<file path="src/logic/hsdma_regs.svh">
// Register offsets, field positions and reset values of the
// handshake interrupt and DMA request sequencer.
// Assumes a 32-bit AXI4-Lite slave with byte addresses.
`ifndef HSDMA_REGS_SVH
`define HSDMA_REGS_SVH

// Byte offsets
`define CONFIG_REG_ONE_OFF    8'h00
`define CONFIG_REG_TWO_OFF    8'h04
`define CONFIG_REG_THREE_OFF    8'h08
`define STAT_OFF    8'h0c
`define TCCLR1_OFF  8'h10
`define TCCLR2_OFF  8'h14
`define TMRCLR_OFF  8'h18
`define DATA1_OFF   8'h1c
`define DATA2_OFF   8'h20

// Group config fields (config_reg_one and config_reg_two)
`define GC_IRQEN_BIT  0
`define GC_DREQEN_BIT 1
`define GC_GRST_BIT   2

// Mode config fields (config_reg_three)
`define M_TCEN1_BIT 0
`define M_TCEN2_BIT 1
`define M_TMREN_BIT 2
`define M_PING_BIT  3
`define M_WIDE_BIT  4

// Reset values and responses
`define GC_RST    2'h0
`define MODE_RST  5'h00
`define RESP_OKAY 2'h0
`define RESP_SERR 2'h2

`endif

</file>
<file path="src/logic/hsdma_pkg.sv">
// Types of the handshake interrupt and DMA request sequencer.
// Assumes hsdma_regs.svh for the numeric layout.
package hsdma_pkg;

  // Per-group configuration
  typedef struct packed {
    logic dreq_enable;
    logic ready_irq_enable;
  } grp_cfg_t;

  // Mode configuration
  typedef struct packed {
    logic wide_word_mode;
    logic pingpong_channel_mode;
    logic timer_irq_enable;
    logic termcount_irq_enable_g2;
    logic termcount_irq_enable_g1;
  } mode_cfg_t;

  // Status word, bit 0 at the bottom
  typedef struct packed {
    logic acknowledge_out_g2;
    logic acknowledge_out_g1;
    logic active_channel_flag;
    logic timer_irq_flag;
    logic termcount_flag_g2;
    logic termcount_flag_g1;
    logic data_ready_g2;
    logic data_ready_g1;
  } stat_t;

endpackage : hsdma_pkg

</file>
<file path="src/logic/handshake_irq_dma_sequencer.sv">
// Interrupt, DMA request and 32-bit pairing logic of a
// two-group handshaking digital I/O port.
// Assumes pins arrive asynchronously; AXI4-Lite on i_clk_sys.
// How it works
// - Group one ready raises interrupt when enabled
// - Group two ready raises interrupt when enabled
// - Status shows each group's ready flag
// - Data access clears that group's ready flag
// - Group one terminal count sets flag and interrupts, both only when enabled
// - Group two terminal count sets flag and interrupts, both only when enabled
// - Write clears group one terminal count flag
// - Write clears group two terminal count flag
// - Timer rising edge sets flag when enabled
// - Write clears timer flag and its interrupt
// - Timer interrupt shares group two line
// - Each group's DMA has own enable
// - Enabled DMA requests while ready flag set
// - Ping-pong uses group one lines, both channels
// - Ping-pong alternates channels at terminal count
// - Status bit shows active ping-pong channel
// - Wide request sets both ready; ignore group two
// - Wide acknowledge after both words transferred
// - Both group resets restart wide sequence
// - Wide DMA uses group one channel only, unless ping-pong alternates both channels
`include "hsdma_regs.svh"
`timescale 1ns/100ps
`default_nettype none

module handshake_irq_dma_sequencer
  import hsdma_pkg::*;
#(
  parameter int ADDR_W = 8
) (
  input  wire logic              i_clk_sys,
  input  wire logic              i_nrst,
  input  wire logic              i_awvalid,
  output var  logic              o_awready,
  input  wire logic [ADDR_W-1:0] i_awaddr,
  input  wire logic              i_wvalid,
  output var  logic              o_wready,
  input  wire logic [31:0]       i_wdata,
  input  wire logic [3:0]        i_wstrb,
  output var  logic              o_bvalid,
  input  wire logic              i_bready,
  output var  logic [1:0]        o_bresp,
  input  wire logic              i_arvalid,
  output var  logic              o_arready,
  input  wire logic [ADDR_W-1:0] i_araddr,
  output var  logic              o_rvalid,
  input  wire logic              i_rready,
  output var  logic [31:0]       o_rdata,
  output var  logic [1:0]        o_rresp,
  input  wire logic              i_request_in_g1,
  input  wire logic              i_request_in_g2,
  input  wire logic [31:0]       i_port_in,
  output var  logic [31:0]       o_port_out,
  output var  logic              o_acknowledge_out_g1,
  output var  logic              o_acknowledge_out_g2,
  input  wire logic              i_timer_out,
  input  wire logic              i_dma_tc_g1,
  input  wire logic              i_dma_tc_g2,
  output var  logic              o_dreq_g1,
  output var  logic              o_dreq_g2,
  output var  logic              o_irq_g1,
  output var  logic              o_irq_g2
);

  // Elaboration check on the address width
  if (ADDR_W < 8) begin : g_addr_chk
    $error("ADDR_W must be at least 8");
  end

  // Word-aligned address match
  function automatic logic hit(input logic [ADDR_W-1:0] a,
                               input logic [7:0] off);
    hit = (a[ADDR_W-1:2] == (ADDR_W-2)'(off[7:2]));
  endfunction : hit

  ////////////////////////////////////////////////////////////
  // Pin synchronisers: five control pins and 32 data lines
  logic [36:0] pin_s1_reg;
  logic [36:0] pin_s2_reg;
  logic [4:0]  pin_s3_reg;
  logic [4:0]  pin_rise;
  logic        request_in_g1_edge;
  logic        request_in_g2_edge;
  logic        tmr_edge;
  logic        tc1_edge;
  logic        tc2_edge;

  // Two stages, then a third for edge detection
  always_ff @(posedge i_clk_sys or negedge i_nrst) begin
    if (!i_nrst) begin
      pin_s1_reg <= '0;
      pin_s2_reg <= '0;
      pin_s3_reg <= '0;
    end else begin
      pin_s1_reg <= {i_port_in, i_dma_tc_g2, i_dma_tc_g1,
                     i_timer_out, i_request_in_g2,
                     i_request_in_g1};
      pin_s2_reg <= pin_s1_reg;
      pin_s3_reg <= pin_s2_reg[4:0];
    end
  end

  // Rising edges of the synchronised pins
  assign pin_rise  = pin_s2_reg[4:0] & ~pin_s3_reg;
  assign request_in_g1_edge = pin_rise[0];
  assign request_in_g2_edge = pin_rise[1];
  assign tmr_edge  = pin_rise[2];
  assign tc1_edge  = pin_rise[3];
  assign tc2_edge  = pin_rise[4];

  ////////////////////////////////////////////////////////////
  // AXI4-Lite handshake state
  logic              aw_rdy_reg;
  logic              w_rdy_reg;
  logic              bvalid_reg;
  logic [1:0]        bresp_reg;
  logic              ar_rdy_reg;
  logic              rvalid_reg;
  logic [31:0]       rdata_reg;
  logic [1:0]        rresp_reg;
  logic [ADDR_W-1:0] waddr_reg;
  logic [31:0]       wdata_reg;
  logic [3:0]        wstrb_reg;
  logic              aw_hs;
  logic              w_hs;
  logic              b_hs;
  logic              ar_hs;
  logic              r_hs;
  logic              wr_fire;

  // Channel transfers
  assign aw_hs   = i_awvalid & aw_rdy_reg;
  assign w_hs    = i_wvalid & w_rdy_reg;
  assign b_hs    = bvalid_reg & i_bready;
  assign ar_hs   = i_arvalid & ar_rdy_reg;
  assign r_hs    = rvalid_reg & i_rready;
  assign wr_fire = ~aw_rdy_reg & ~w_rdy_reg & ~bvalid_reg;

  // Write decode
  logic wr_config_reg_one;
  logic wr_config_reg_two;
  logic wr_config_reg_three;
  logic wr_tcclr1;
  logic wr_tcclr2;
  logic wr_tmrclr;
  logic wr_data1;
  logic wr_data2;
  logic wr_known;

  assign wr_config_reg_one   = wr_fire & hit(waddr_reg, `CONFIG_REG_ONE_OFF);
  assign wr_config_reg_two   = wr_fire & hit(waddr_reg, `CONFIG_REG_TWO_OFF);
  assign wr_config_reg_three   = wr_fire & hit(waddr_reg, `CONFIG_REG_THREE_OFF);
  assign wr_tcclr1 = wr_fire & hit(waddr_reg, `TCCLR1_OFF);
  assign wr_tcclr2 = wr_fire & hit(waddr_reg, `TCCLR2_OFF);
  assign wr_tmrclr = wr_fire & hit(waddr_reg, `TMRCLR_OFF);
  assign wr_data1  = wr_fire & hit(waddr_reg, `DATA1_OFF);
  assign wr_data2  = wr_fire & hit(waddr_reg, `DATA2_OFF);
  assign wr_known  = wr_config_reg_one | wr_config_reg_two | wr_config_reg_three | wr_tcclr1 |
                     wr_tcclr2 | wr_tmrclr | wr_data1 | wr_data2 |
                     hit(waddr_reg, `STAT_OFF);

  // Address and data capture; ready drops until the response
  always_ff @(posedge i_clk_sys or negedge i_nrst) begin
    if (!i_nrst) begin
      aw_rdy_reg <= 1'b1;
      w_rdy_reg  <= 1'b1;
      bvalid_reg <= 1'b0;
      bresp_reg  <= `RESP_OKAY;
      waddr_reg  <= '0;
      wdata_reg  <= '0;
      wstrb_reg  <= '0;
    end else begin
      if (aw_hs) begin
        aw_rdy_reg <= 1'b0;
        waddr_reg  <= i_awaddr;
      end else if (b_hs) begin
        aw_rdy_reg <= 1'b1;
      end
      if (w_hs) begin
        w_rdy_reg <= 1'b0;
        wdata_reg <= i_wdata;
        wstrb_reg <= i_wstrb;
      end else if (b_hs) begin
        w_rdy_reg <= 1'b1;
      end
      if (wr_fire) begin
        bvalid_reg <= 1'b1;
        bresp_reg  <= wr_known ? `RESP_OKAY : `RESP_SERR;
      end else if (b_hs) begin
        bvalid_reg <= 1'b0;
      end
    end
  end

  // Read decode
  logic rd_data1;
  logic rd_data2;

  assign rd_data1 = ar_hs & hit(i_araddr, `DATA1_OFF);
  assign rd_data2 = ar_hs & hit(i_araddr, `DATA2_OFF);

  ////////////////////////////////////////////////////////////
  // Configuration registers
  grp_cfg_t  config_reg_one_reg;
  grp_cfg_t  config_reg_two_reg;
  mode_cfg_t mode_reg;
  logic [15:0] out1_reg;
  logic [15:0] out2_reg;
  logic [31:0] in_latch_reg;
  logic        grst1;
  logic        grst2;

  // Self-clearing group resets from the config write
  assign grst1 = wr_config_reg_one & wstrb_reg[0] & wdata_reg[`GC_GRST_BIT];
  assign grst2 = wr_config_reg_two & wstrb_reg[0] & wdata_reg[`GC_GRST_BIT];

  // Software-written control and output words
  always_ff @(posedge i_clk_sys or negedge i_nrst) begin
    if (!i_nrst) begin
      config_reg_one_reg <= `GC_RST;
      config_reg_two_reg <= `GC_RST;
      mode_reg <= `MODE_RST;
      out1_reg <= '0;
      out2_reg <= '0;
    end else begin
      if (wr_config_reg_one && wstrb_reg[0])
        config_reg_one_reg <= grp_cfg_t'(wdata_reg[1:0]);
      if (wr_config_reg_two && wstrb_reg[0])
        config_reg_two_reg <= grp_cfg_t'(wdata_reg[1:0]);
      if (wr_config_reg_three && wstrb_reg[0])
        mode_reg <= mode_cfg_t'(wdata_reg[4:0]);
      if (wr_data1)
        out1_reg <= wdata_reg[15:0];
      if (wr_data2)
        out2_reg <= wdata_reg[15:0];
    end
  end

  ////////////////////////////////////////////////////////////
  // Event flags; a set in the clearing cycle wins, except against both group resets and for the acknowledge flags
  stat_t st_reg;
  stat_t st_next;
  logic  wide;
  logic  ping;
  logic  acc1;
  logic  acc2;
  logic  rq1;
  logic  rq2;
  logic  act_tc;

  assign wide   = mode_reg.wide_word_mode;
  assign ping   = mode_reg.pingpong_channel_mode;
  assign acc1   = wr_data1 | rd_data1;
  assign acc2   = wr_data2 | rd_data2;
  assign rq1    = request_in_g1_edge;
  assign rq2    = wide ? request_in_g1_edge : request_in_g2_edge;
  assign act_tc = st_reg.active_channel_flag ? tc2_edge : tc1_edge;

  // Next status word
  always_comb begin
    st_next = st_reg;
    // Access clears ready, request sets it
    if (acc1 || grst1)
      st_next.data_ready_g1 = 1'b0;
    if (acc2 || grst2)
      st_next.data_ready_g2 = 1'b0;
    if (rq1)
      st_next.data_ready_g1 = 1'b1;
    if (rq2)
      st_next.data_ready_g2 = 1'b1;
    // Terminal count flags
    if (wr_tcclr1)
      st_next.termcount_flag_g1 = 1'b0;
    if (wr_tcclr2)
      st_next.termcount_flag_g2 = 1'b0;
    if (tc1_edge && mode_reg.termcount_irq_enable_g1)
      st_next.termcount_flag_g1 = 1'b1;
    if (tc2_edge && mode_reg.termcount_irq_enable_g2)
      st_next.termcount_flag_g2 = 1'b1;
    // Timer event flag
    if (wr_tmrclr)
      st_next.timer_irq_flag = 1'b0;
    if (tmr_edge && mode_reg.timer_irq_enable)
      st_next.timer_irq_flag = 1'b1;
    // Ping-pong channel swaps on the active channel's count
    if (!ping || grst1)
      st_next.active_channel_flag = 1'b0;
    else if (act_tc)
      st_next.active_channel_flag =
        ~st_reg.active_channel_flag;
    // Acknowledge: set by transfers, dropped by next request
    if (rq1 || grst1)
      st_next.acknowledge_out_g1 = 1'b0;
    else if (wide && (acc1 || acc2) && !st_next.data_ready_g1 &&
             !st_next.data_ready_g2)
      st_next.acknowledge_out_g1 = 1'b1;
    else if (!wide && acc1)
      st_next.acknowledge_out_g1 = 1'b1;
    if (wide || request_in_g2_edge || grst2)
      st_next.acknowledge_out_g2 = 1'b0;
    else if (acc2)
      st_next.acknowledge_out_g2 = 1'b1;
    // Both resets restart the pairing from empty
    if (grst1 && grst2) begin
      st_next.data_ready_g1      = 1'b0;
      st_next.data_ready_g2      = 1'b0;
      st_next.acknowledge_out_g1 = 1'b0;
    end
  end

  // Interrupt and DMA request next values
  logic irq1_next;
  logic irq2_next;
  logic src_rdy;
  logic dreq1_next;
  logic dreq2_next;

  assign irq1_next =
    (config_reg_one_reg.ready_irq_enable & st_next.data_ready_g1) |
    (mode_reg.termcount_irq_enable_g1 &
     st_next.termcount_flag_g1);
  assign irq2_next =
    (config_reg_two_reg.ready_irq_enable & st_next.data_ready_g2) |
    (mode_reg.termcount_irq_enable_g2 &
     st_next.termcount_flag_g2) |
    (mode_reg.timer_irq_enable & st_next.timer_irq_flag);
  // Wide mode feeds both words through channel one, or through the active channel when ping-pong is on
  assign src_rdy = wide ?
    (st_next.data_ready_g1 | st_next.data_ready_g2) :
    st_next.data_ready_g1;
  assign dreq1_next = config_reg_one_reg.dreq_enable & src_rdy &
    ~(ping & st_next.active_channel_flag);
  assign dreq2_next = ping ?
    (config_reg_two_reg.dreq_enable & src_rdy &
     st_next.active_channel_flag) :
    (~wide & config_reg_two_reg.dreq_enable &
     st_next.data_ready_g2);

  logic irq1_reg;
  logic irq2_reg;
  logic dreq1_reg;
  logic dreq2_reg;

  // Status, lines and input latch
  always_ff @(posedge i_clk_sys or negedge i_nrst) begin
    if (!i_nrst) begin
      st_reg       <= '0;
      irq1_reg     <= 1'b0;
      irq2_reg     <= 1'b0;
      dreq1_reg    <= 1'b0;
      dreq2_reg    <= 1'b0;
      in_latch_reg <= '0;
    end else begin
      st_reg    <= st_next;
      irq1_reg  <= irq1_next;
      irq2_reg  <= irq2_next;
      dreq1_reg <= dreq1_next;
      dreq2_reg <= dreq2_next;
      if (rq1)
        in_latch_reg[15:0] <= pin_s2_reg[20:5];
      if (rq2)
        in_latch_reg[31:16] <= pin_s2_reg[36:21];
    end
  end

  ////////////////////////////////////////////////////////////
  // Read channel
  logic [31:0] rd_mux;
  logic        rd_known;

  // Read data select
  always_comb begin
    rd_mux   = '0;
    rd_known = 1'b1;
    if (hit(i_araddr, `CONFIG_REG_ONE_OFF))
      rd_mux[1:0] = config_reg_one_reg;
    else if (hit(i_araddr, `CONFIG_REG_TWO_OFF))
      rd_mux[1:0] = config_reg_two_reg;
    else if (hit(i_araddr, `CONFIG_REG_THREE_OFF))
      rd_mux[4:0] = mode_reg;
    else if (hit(i_araddr, `STAT_OFF))
      rd_mux[7:0] = st_reg;
    else if (hit(i_araddr, `DATA1_OFF))
      rd_mux[15:0] = in_latch_reg[15:0];
    else if (hit(i_araddr, `DATA2_OFF))
      rd_mux[15:0] = in_latch_reg[31:16];
    else if (!(hit(i_araddr, `TCCLR1_OFF) ||
               hit(i_araddr, `TCCLR2_OFF) ||
               hit(i_araddr, `TMRCLR_OFF)))
      rd_known = 1'b0;
  end

  // One read at a time
  always_ff @(posedge i_clk_sys or negedge i_nrst) begin
    if (!i_nrst) begin
      ar_rdy_reg <= 1'b1;
      rvalid_reg <= 1'b0;
      rdata_reg  <= '0;
      rresp_reg  <= `RESP_OKAY;
    end else if (ar_hs) begin
      ar_rdy_reg <= 1'b0;
      rvalid_reg <= 1'b1;
      rdata_reg  <= rd_mux;
      rresp_reg  <= rd_known ? `RESP_OKAY : `RESP_SERR;
    end else if (r_hs) begin
      ar_rdy_reg <= 1'b1;
      rvalid_reg <= 1'b0;
    end
  end

  // Outputs straight from flip-flops
  assign o_awready            = aw_rdy_reg;
  assign o_wready             = w_rdy_reg;
  assign o_bvalid             = bvalid_reg;
  assign o_bresp              = bresp_reg;
  assign o_arready            = ar_rdy_reg;
  assign o_rvalid             = rvalid_reg;
  assign o_rdata              = rdata_reg;
  assign o_rresp              = rresp_reg;
  assign o_port_out           = {out2_reg, out1_reg};
  assign o_acknowledge_out_g1 = st_reg.acknowledge_out_g1;
  assign o_acknowledge_out_g2 = st_reg.acknowledge_out_g2;
  assign o_dreq_g1            = dreq1_reg;
  assign o_dreq_g2            = dreq2_reg;
  assign o_irq_g1             = irq1_reg;
  assign o_irq_g2             = irq2_reg;
endmodule : handshake_irq_dma_sequencer

`default_nettype wire

</file>
<file path="config.mk">
export PLATFORM = sky130hd
export DESIGN_NAME = handshake_irq_dma_sequencer
export DESIGN_NICKNAME = d
export VERILOG_FILES = /design/src/logic/hsdma_pkg.sv /design/src/logic/handshake_irq_dma_sequencer.sv
export VERILOG_INCLUDE_DIRS = /design/src /design/src/logic
export SDC_FILE = /design/constraint.sdc
export NUM_CORES = 1
export LEC_CHECK = 0
export ABC_CLOCK_PERIOD_IN_PS = 2900
export CORE_ASPECT_RATIO = 1.25
export CORE_MARGIN = 4
export CORE_UTILIZATION = 35
export DETAILED_ROUTE_END_ITERATION = 7
export DONT_BUFFER_PORTS = 1
export SYNTH_ARGS = -nofsm -noshare
export SYNTH_HDL_FRONTEND = slang
export SYNTH_SLANG_ARGS = --single-unit
</file>
<file path="constraint.sdc">
create_clock -name i_clk_sys -period 2.9 [get_ports i_clk_sys]
set_input_delay 0 -clock i_clk_sys [delete_from_list [all_inputs] [get_ports i_clk_sys]]
set_output_delay 0 -clock i_clk_sys [all_outputs]
set_load 0.02 [all_outputs]
</file>
Yosys cells after proc, flatten, opt, wreduce, memory -nomap -nowiden. Index checks and enable logic that the tools add are counted.

Bits in read-only memories: 0. Latch bits: 0. RAM bits: 0. Memories kept: 0. Register bits after elaboration: 214.

Add/subtract/negate cells: 0. Mux-type cells: 51. Bitwise logic cells: 55. Equality and inequality tests: 16. Shifts and indexed selects: 0. $mul: 0. $lt $le $gt $ge: 0. Reduce and logical (&&, ||, !) cells: 32. Div/mod/pow operators: 0.

Operator list (count): $eq A6 B3 Y1 const B (8); $mux W1 (38); $and A1 B1 Y1 (33); $mux W16 (2); $mux W14 (2); $eq A6 B2 Y1 const B (4); $mux W8 (2); $or A1 B1 Y1 (14); $eq A6 B1 Y1 const B (2); $eq A6 B4 Y1 const B (2); $logic_not A6 Y1 (2); $logic_and A1 B1 Y1 (11); $mux W11 (1); $mux W2 (5); $reduce_bool A2 Y1 (5); $logic_or A1 B1 Y1 (9); $not A1 Y1 (6); $and A5 B5 Y5 (1); $mux W5 (1); $not A5 Y5 (1); $logic_not A1 Y1 (4); $reduce_bool A4 Y1 (1).

Logic depth before layout (Yosys ltp).
Word-level depth: 15. Gate-level depth with buffers: 7. Depth with buffers taken out: 5.

Worst setup path after synthesis. Ideal clock, no wire load.

Kind: register to register. From: register waddr_reg[5]. To: register st_reg (netlist bit o_acknowledge_out_g1). Setup slack: 0.945 ns. Cell stages (with the launch flop): 6. Arrival time: 1.844 ns. Library setup time: 0.111 ns. Cell sequence: dfrtp_1 -> nor4b_4 -> nand4_4 -> a41o_1 -> o211a_1 -> a2111oi_2.

Word-level cells in the longest chain between the ends: 13. Elaborated cells between the ends (all ways): 33. Those cells by class: eq/ne (3); mux (7); bitwise (10); reduce/logical (13).

Ends and longest elaborated chain: from (decl) (line handshake_irq_dma_sequencer.sv:124) `logic [ADDR_W-1:0] waddr_reg;`; from (signal assigned) (line handshake_irq_dma_sequencer.sv:178) `waddr_reg <= i_awaddr;`; $logic_not A6 Y1 (line handshake_irq_dma_sequencer.sv:76) `hit = (a[ADDR_W-1:2] == (ADDR_W-2)'(off[7:2]));`; $and A1 B1 Y1 (line handshake_irq_dma_sequencer.sv:153) `` assign wr_config_reg_one = wr_fire & hit(waddr_reg, `CONFIG_REG_ONE_OFF); ``; $and A1 B1 Y1 (2 in series) (line handshake_irq_dma_sequencer.sv:217) `` assign grst1 = wr_config_reg_one & wstrb_reg[0] & wdata_reg[`GC_GRST_BIT]; ``; $logic_or A1 B1 Y1 (line handshake_irq_dma_sequencer.sv:266) `if (acc1 || grst1)`; $mux W1 (line handshake_irq_dma_sequencer.sv:266); $mux W1 (line handshake_irq_dma_sequencer.sv:270) `if (rq1)`; $logic_not A1 Y1 (line handshake_irq_dma_sequencer.sv:297) `else if (wide && (acc1 || acc2) && !st_next.data_ready_g1 &&`; $logic_and A1 B1 Y1 (2 in series) (line handshake_irq_dma_sequencer.sv:297); $mux W1 (line handshake_irq_dma_sequencer.sv:297); $mux W1 (line handshake_irq_dma_sequencer.sv:295) `if (rq1 || grst1)`; $mux W1 (line handshake_irq_dma_sequencer.sv:307) `if (grst1 && grst2) begin`; to (signal assigned) (line handshake_irq_dma_sequencer.sv:357) `st_reg <= st_next;`; to (decl) (line handshake_irq_dma_sequencer.sv:244) `stat_t st_reg;`.

Several ways; a longest one is shown, not always the timed one. A chain may end at the register's enable or synchronous reset.

Worst setup path after layout.
From: register ar_rdy_reg (netlist: o_arready). To: register st_reg (netlist bit o_acknowledge_out_g1).

Word-level cells in the longest chain between the ends: 12. Elaborated cells between the ends (all ways): 22. Those cells by class: mux (7); bitwise (5); reduce/logical (10).

Ends and longest elaborated chain: from (decl) (line handshake_irq_dma_sequencer.sv:120) `logic ar_rdy_reg;`; from (signal assigned) (line handshake_irq_dma_sequencer.sv:399) `ar_rdy_reg <= 1'b1;`; from (signal assigned) (line handshake_irq_dma_sequencer.sv:404) `ar_rdy_reg <= 1'b0;`; from (signal assigned) (line handshake_irq_dma_sequencer.sv:409) `ar_rdy_reg <= 1'b1;`; $and A1 B1 Y1 (*) (line handshake_irq_dma_sequencer.sv:138) `assign ar_hs = i_arvalid & ar_rdy_reg;`; $and A1 B1 Y1 (line handshake_irq_dma_sequencer.sv:202) `` assign rd_data1 = ar_hs & hit(i_araddr, `DATA1_OFF); ``; $or A1 B1 Y1 (line handshake_irq_dma_sequencer.sv:256) `assign acc1 = wr_data1 | rd_data1;`; $logic_or A1 B1 Y1 (line handshake_irq_dma_sequencer.sv:266); $mux W1 (line handshake_irq_dma_sequencer.sv:266); $mux W1 (line handshake_irq_dma_sequencer.sv:270); $logic_not A1 Y1 (line handshake_irq_dma_sequencer.sv:297); $logic_and A1 B1 Y1 (2 in series) (line handshake_irq_dma_sequencer.sv:297); $mux W1 (line handshake_irq_dma_sequencer.sv:297); $mux W1 (line handshake_irq_dma_sequencer.sv:295); $mux W1 (line handshake_irq_dma_sequencer.sv:307).

Mark *: on every way between the ends. The rest lies on a longest branch, timed or not.

==> metrics <==
Setup Fix Bufs, Post-CTS 0; critical path cell sequence and2_1 -> nand4b_1 -> dlygate4sd3_1 -> a41o_1 -> o211a_1 -> a2111oi_2; aggregate negative setup slack 0 ns; transition time at the pin with the least slew margin 0.8310 ns; wire length of the first global-routing pass 25.47 mm; most used flip-flop cell after synthesis dfrtp_1; endpoint required time on the critical path 3.29 ns; CTS clock-pin slew for the worst setup and hold paths 0.06 ns; final weighted congestion of routability-driven global placement 0.8422; die extent in x 139.3 um; maximum VDD drop 0.4807 mV; sequential fraction of the synthesis area 0.6975; CTS tree built; synthesized area 0.007540 mm^2; cell at the slowest stage of the critical path dfstp_2; overall power after layout 8.545 mW; maximum clock skew at final layout 0.009263 ns; run status finished, violations left; kind of launch point of the worst setup path flip-flop; Bufs on Longest Clock Path 3; clock latency of the later-clocked register in the worst-skew pair 0.50 ns; critical path start-end classification reg2reg; Synth top area share 0.6870; Clock Sink Count 210; highest attainable clock frequency 365.3 MHz; DRC violation total after the first TritonRoute iteration 203; top cell type by total area after synthesis dfrtp_1; count of hold buffers inserted by post-cts repair 78; initial antenna violation count 0; number of warnings issued by yosys 0; count of filler cells inserted in the layout 1,919; Hold Fails Final Rpt 210; number of iterations in the first detailed-routing pass 4; CP max stage delay 0.64 ns; clock buffers created by TritonCTS 23; arrival time at the worst endpoint 3.13 ns; most frequent cell after synthesis dfrtp_1; number of nets in the finished design 682; largest net degree at the start of global routing 211; post-CTS sizing 0; pwr dens 913.1 mW/mm^2; critical path fanouts, max 12; kind of path behind the tightest hold check in2async; Placement Rows 59; share of post-route cells with drive strength above 1 0.2496; fin worst setup slack 0.1627 ns; vertical extent of the die 172.1 um; critical path endpoint category flip-flop; pre-CTS worst setup slack 0.6758 ns; core area 0.02104 mm^2; clock root buffer clkbuf_16; post-route worst hold slack -0.8009 ns; Die Footprint 0.02397 mm^2; Antenna Nets Post-Route 0; number of diodes added for antenna fixing 0; DRC 0; EDFF count, synth 0; vias per cell 4.851; setup-violating endpoint count in the final report 0; crit-path leading delay family compound AO/OA/AOI/OAI gates; clock period minus final worst setup slack 2.737 ns; mean post-synth cell area 15.23 um^2; share of synthesized registers carrying an async set or reset 1.000; H-Tree Depth 1; total of flip-flops plus latches after synthesis 210; Buf+Inv Stages, Crit Path 1; max-slew violation count 0; starting density of the core 0.3584; via count of the first global-routing pass 4,550; top area cells in the synthesized netlist dfrtp_1 69%, mux2_2 14%, buf_4 1.8%; total leakage power 4.159 nW; top cell types by occurrence after synthesis 207 x dfrtp_1, 97 x mux2_2, 27 x nand2_1; placed cell areas 0.007789 mm^2; synthesis-to-layout area growth 24.11%; aggregate global routing overflow 0; number of maximum-capacitance constraint violations 0; via count 4,245; Tcrit/Tclk final 0.9439; number of I/O port buffers 0; Gate Count Post-Synth 495; # IOs 175; violations in the final reports negative hold slack; setup repair after global routing missed its margin no; total routed wirelength 16.28 mm; remaining max-slew budget at the tightest pin 0.4460; count of different cell masters after synthesis 48; average wire per standard cell 18.61 um; post-route cell area 0.009358 mm^2; Total GRT Usage 0.1323; sum of net half-perimeters after detailed placement 10.78 mm; final core utilization 0.4448
-- cell type report --
cell class                      instances  area [um^2]  area share
Sequential cell                       210         5259      0.5620
Multi-Input combinational cell        261         2123      0.2269
Timing Repair Buffer                   83        818.3     0.08744
Clock buffer                           28        614.3     0.06565
Tap cell                              274        342.8     0.03664
Clock inverter                         12        173.9     0.01859
Inverter                                7        26.28    0.002808
-- cell usage in the layout (no fill, tap or decap), types with 4 or more instances in the layout --
cell type,instances
nor2_1,13
a22oi_1,14
o21ai_0,13
a31oi_1,6
a21oi_1,5
bufinv_16,4
mux2_2,97
nor3b_1,4
mux2i_1,4
clkinv_2,4
nand2_1,27
dlygate4sd3_1,78
and2_1,4
conb_1,18
dfrtp_1,207
clkbuf_16,23
buf_4,5
nand3_1,5
inv_1,7
a222oi_1,5
-- metal layers --
layer,GRT usage,routed length (um),vias up
met5,0,0,-
met4,0.04596,422,0
met3,0.02849,1028,29
met2,0.2278,8376,134
met1,0.1667,6452,2166
li1,-,-,1916
-- report_power, final --
group / internal, mW / leakage (nW) / switching (mW) / total, mW
clock: 1.87 / 0.380 / 1.14 / 3.01
sequential: 3.59 / 2.57 / 0.855 / 4.44
combinational: 0.669 / 1.21 / 0.427 / 1.10
total: 6.12 / 4.16 / 2.42 / 8.54
-- through the flow --
| stage | instances | hold slack (ns) |
|---|---|---|
| 6_report | 875 | -0.8009 |
| 4_1_cts | 875 | -0.8225 |
| 2_1_floorplan | 512 | -0.2956 |
| 3_3_place_gp | 757 | -0.2903 |
| 5_1_grt | 875 | -0.8265 |
| 3_5_place_dp | 757 | -0.2906 |
-- final timing paths --
check | start | cells past startpoint | endpoint | slack (ns)
worst max register to register | o_arready | 6 | o_acknowledge_out_g1 | 0.16
max in group asynchronous | i_nrst | 0 | o_awready | 3.26
min in group i_clk_sys | i_araddr[4] | 3 | o_rdata[5] | 0.05
worst min-delay path | i_nrst | 0 | pin_s1_reg[17] | -0.80
worst min register to register | pin_s1_reg[29] | 0 | pin_s2_reg[29] | 0.35
worst max-delay path | o_arready | 6 | o_acknowledge_out_g1 | 0.16
-- cell families (layout without fill, tap and decap cells) --
kind of cell | Yosys count | count (layout) | share of synthesized area
AO/OA/AOI/OAI | 59 | 59 | 0.05692
buffers and inverters | 41 | 130 | 0.02971
flip-flops | 210 | 210 | 0.6975
multiplexers | 101 | 101 | 0.1502
other | 1 | 18 | 0.0004974
AND/OR/NAND/NOR | 83 | 83 | 0.06522
Note: power is estimated with default switching activity, not from simulation.
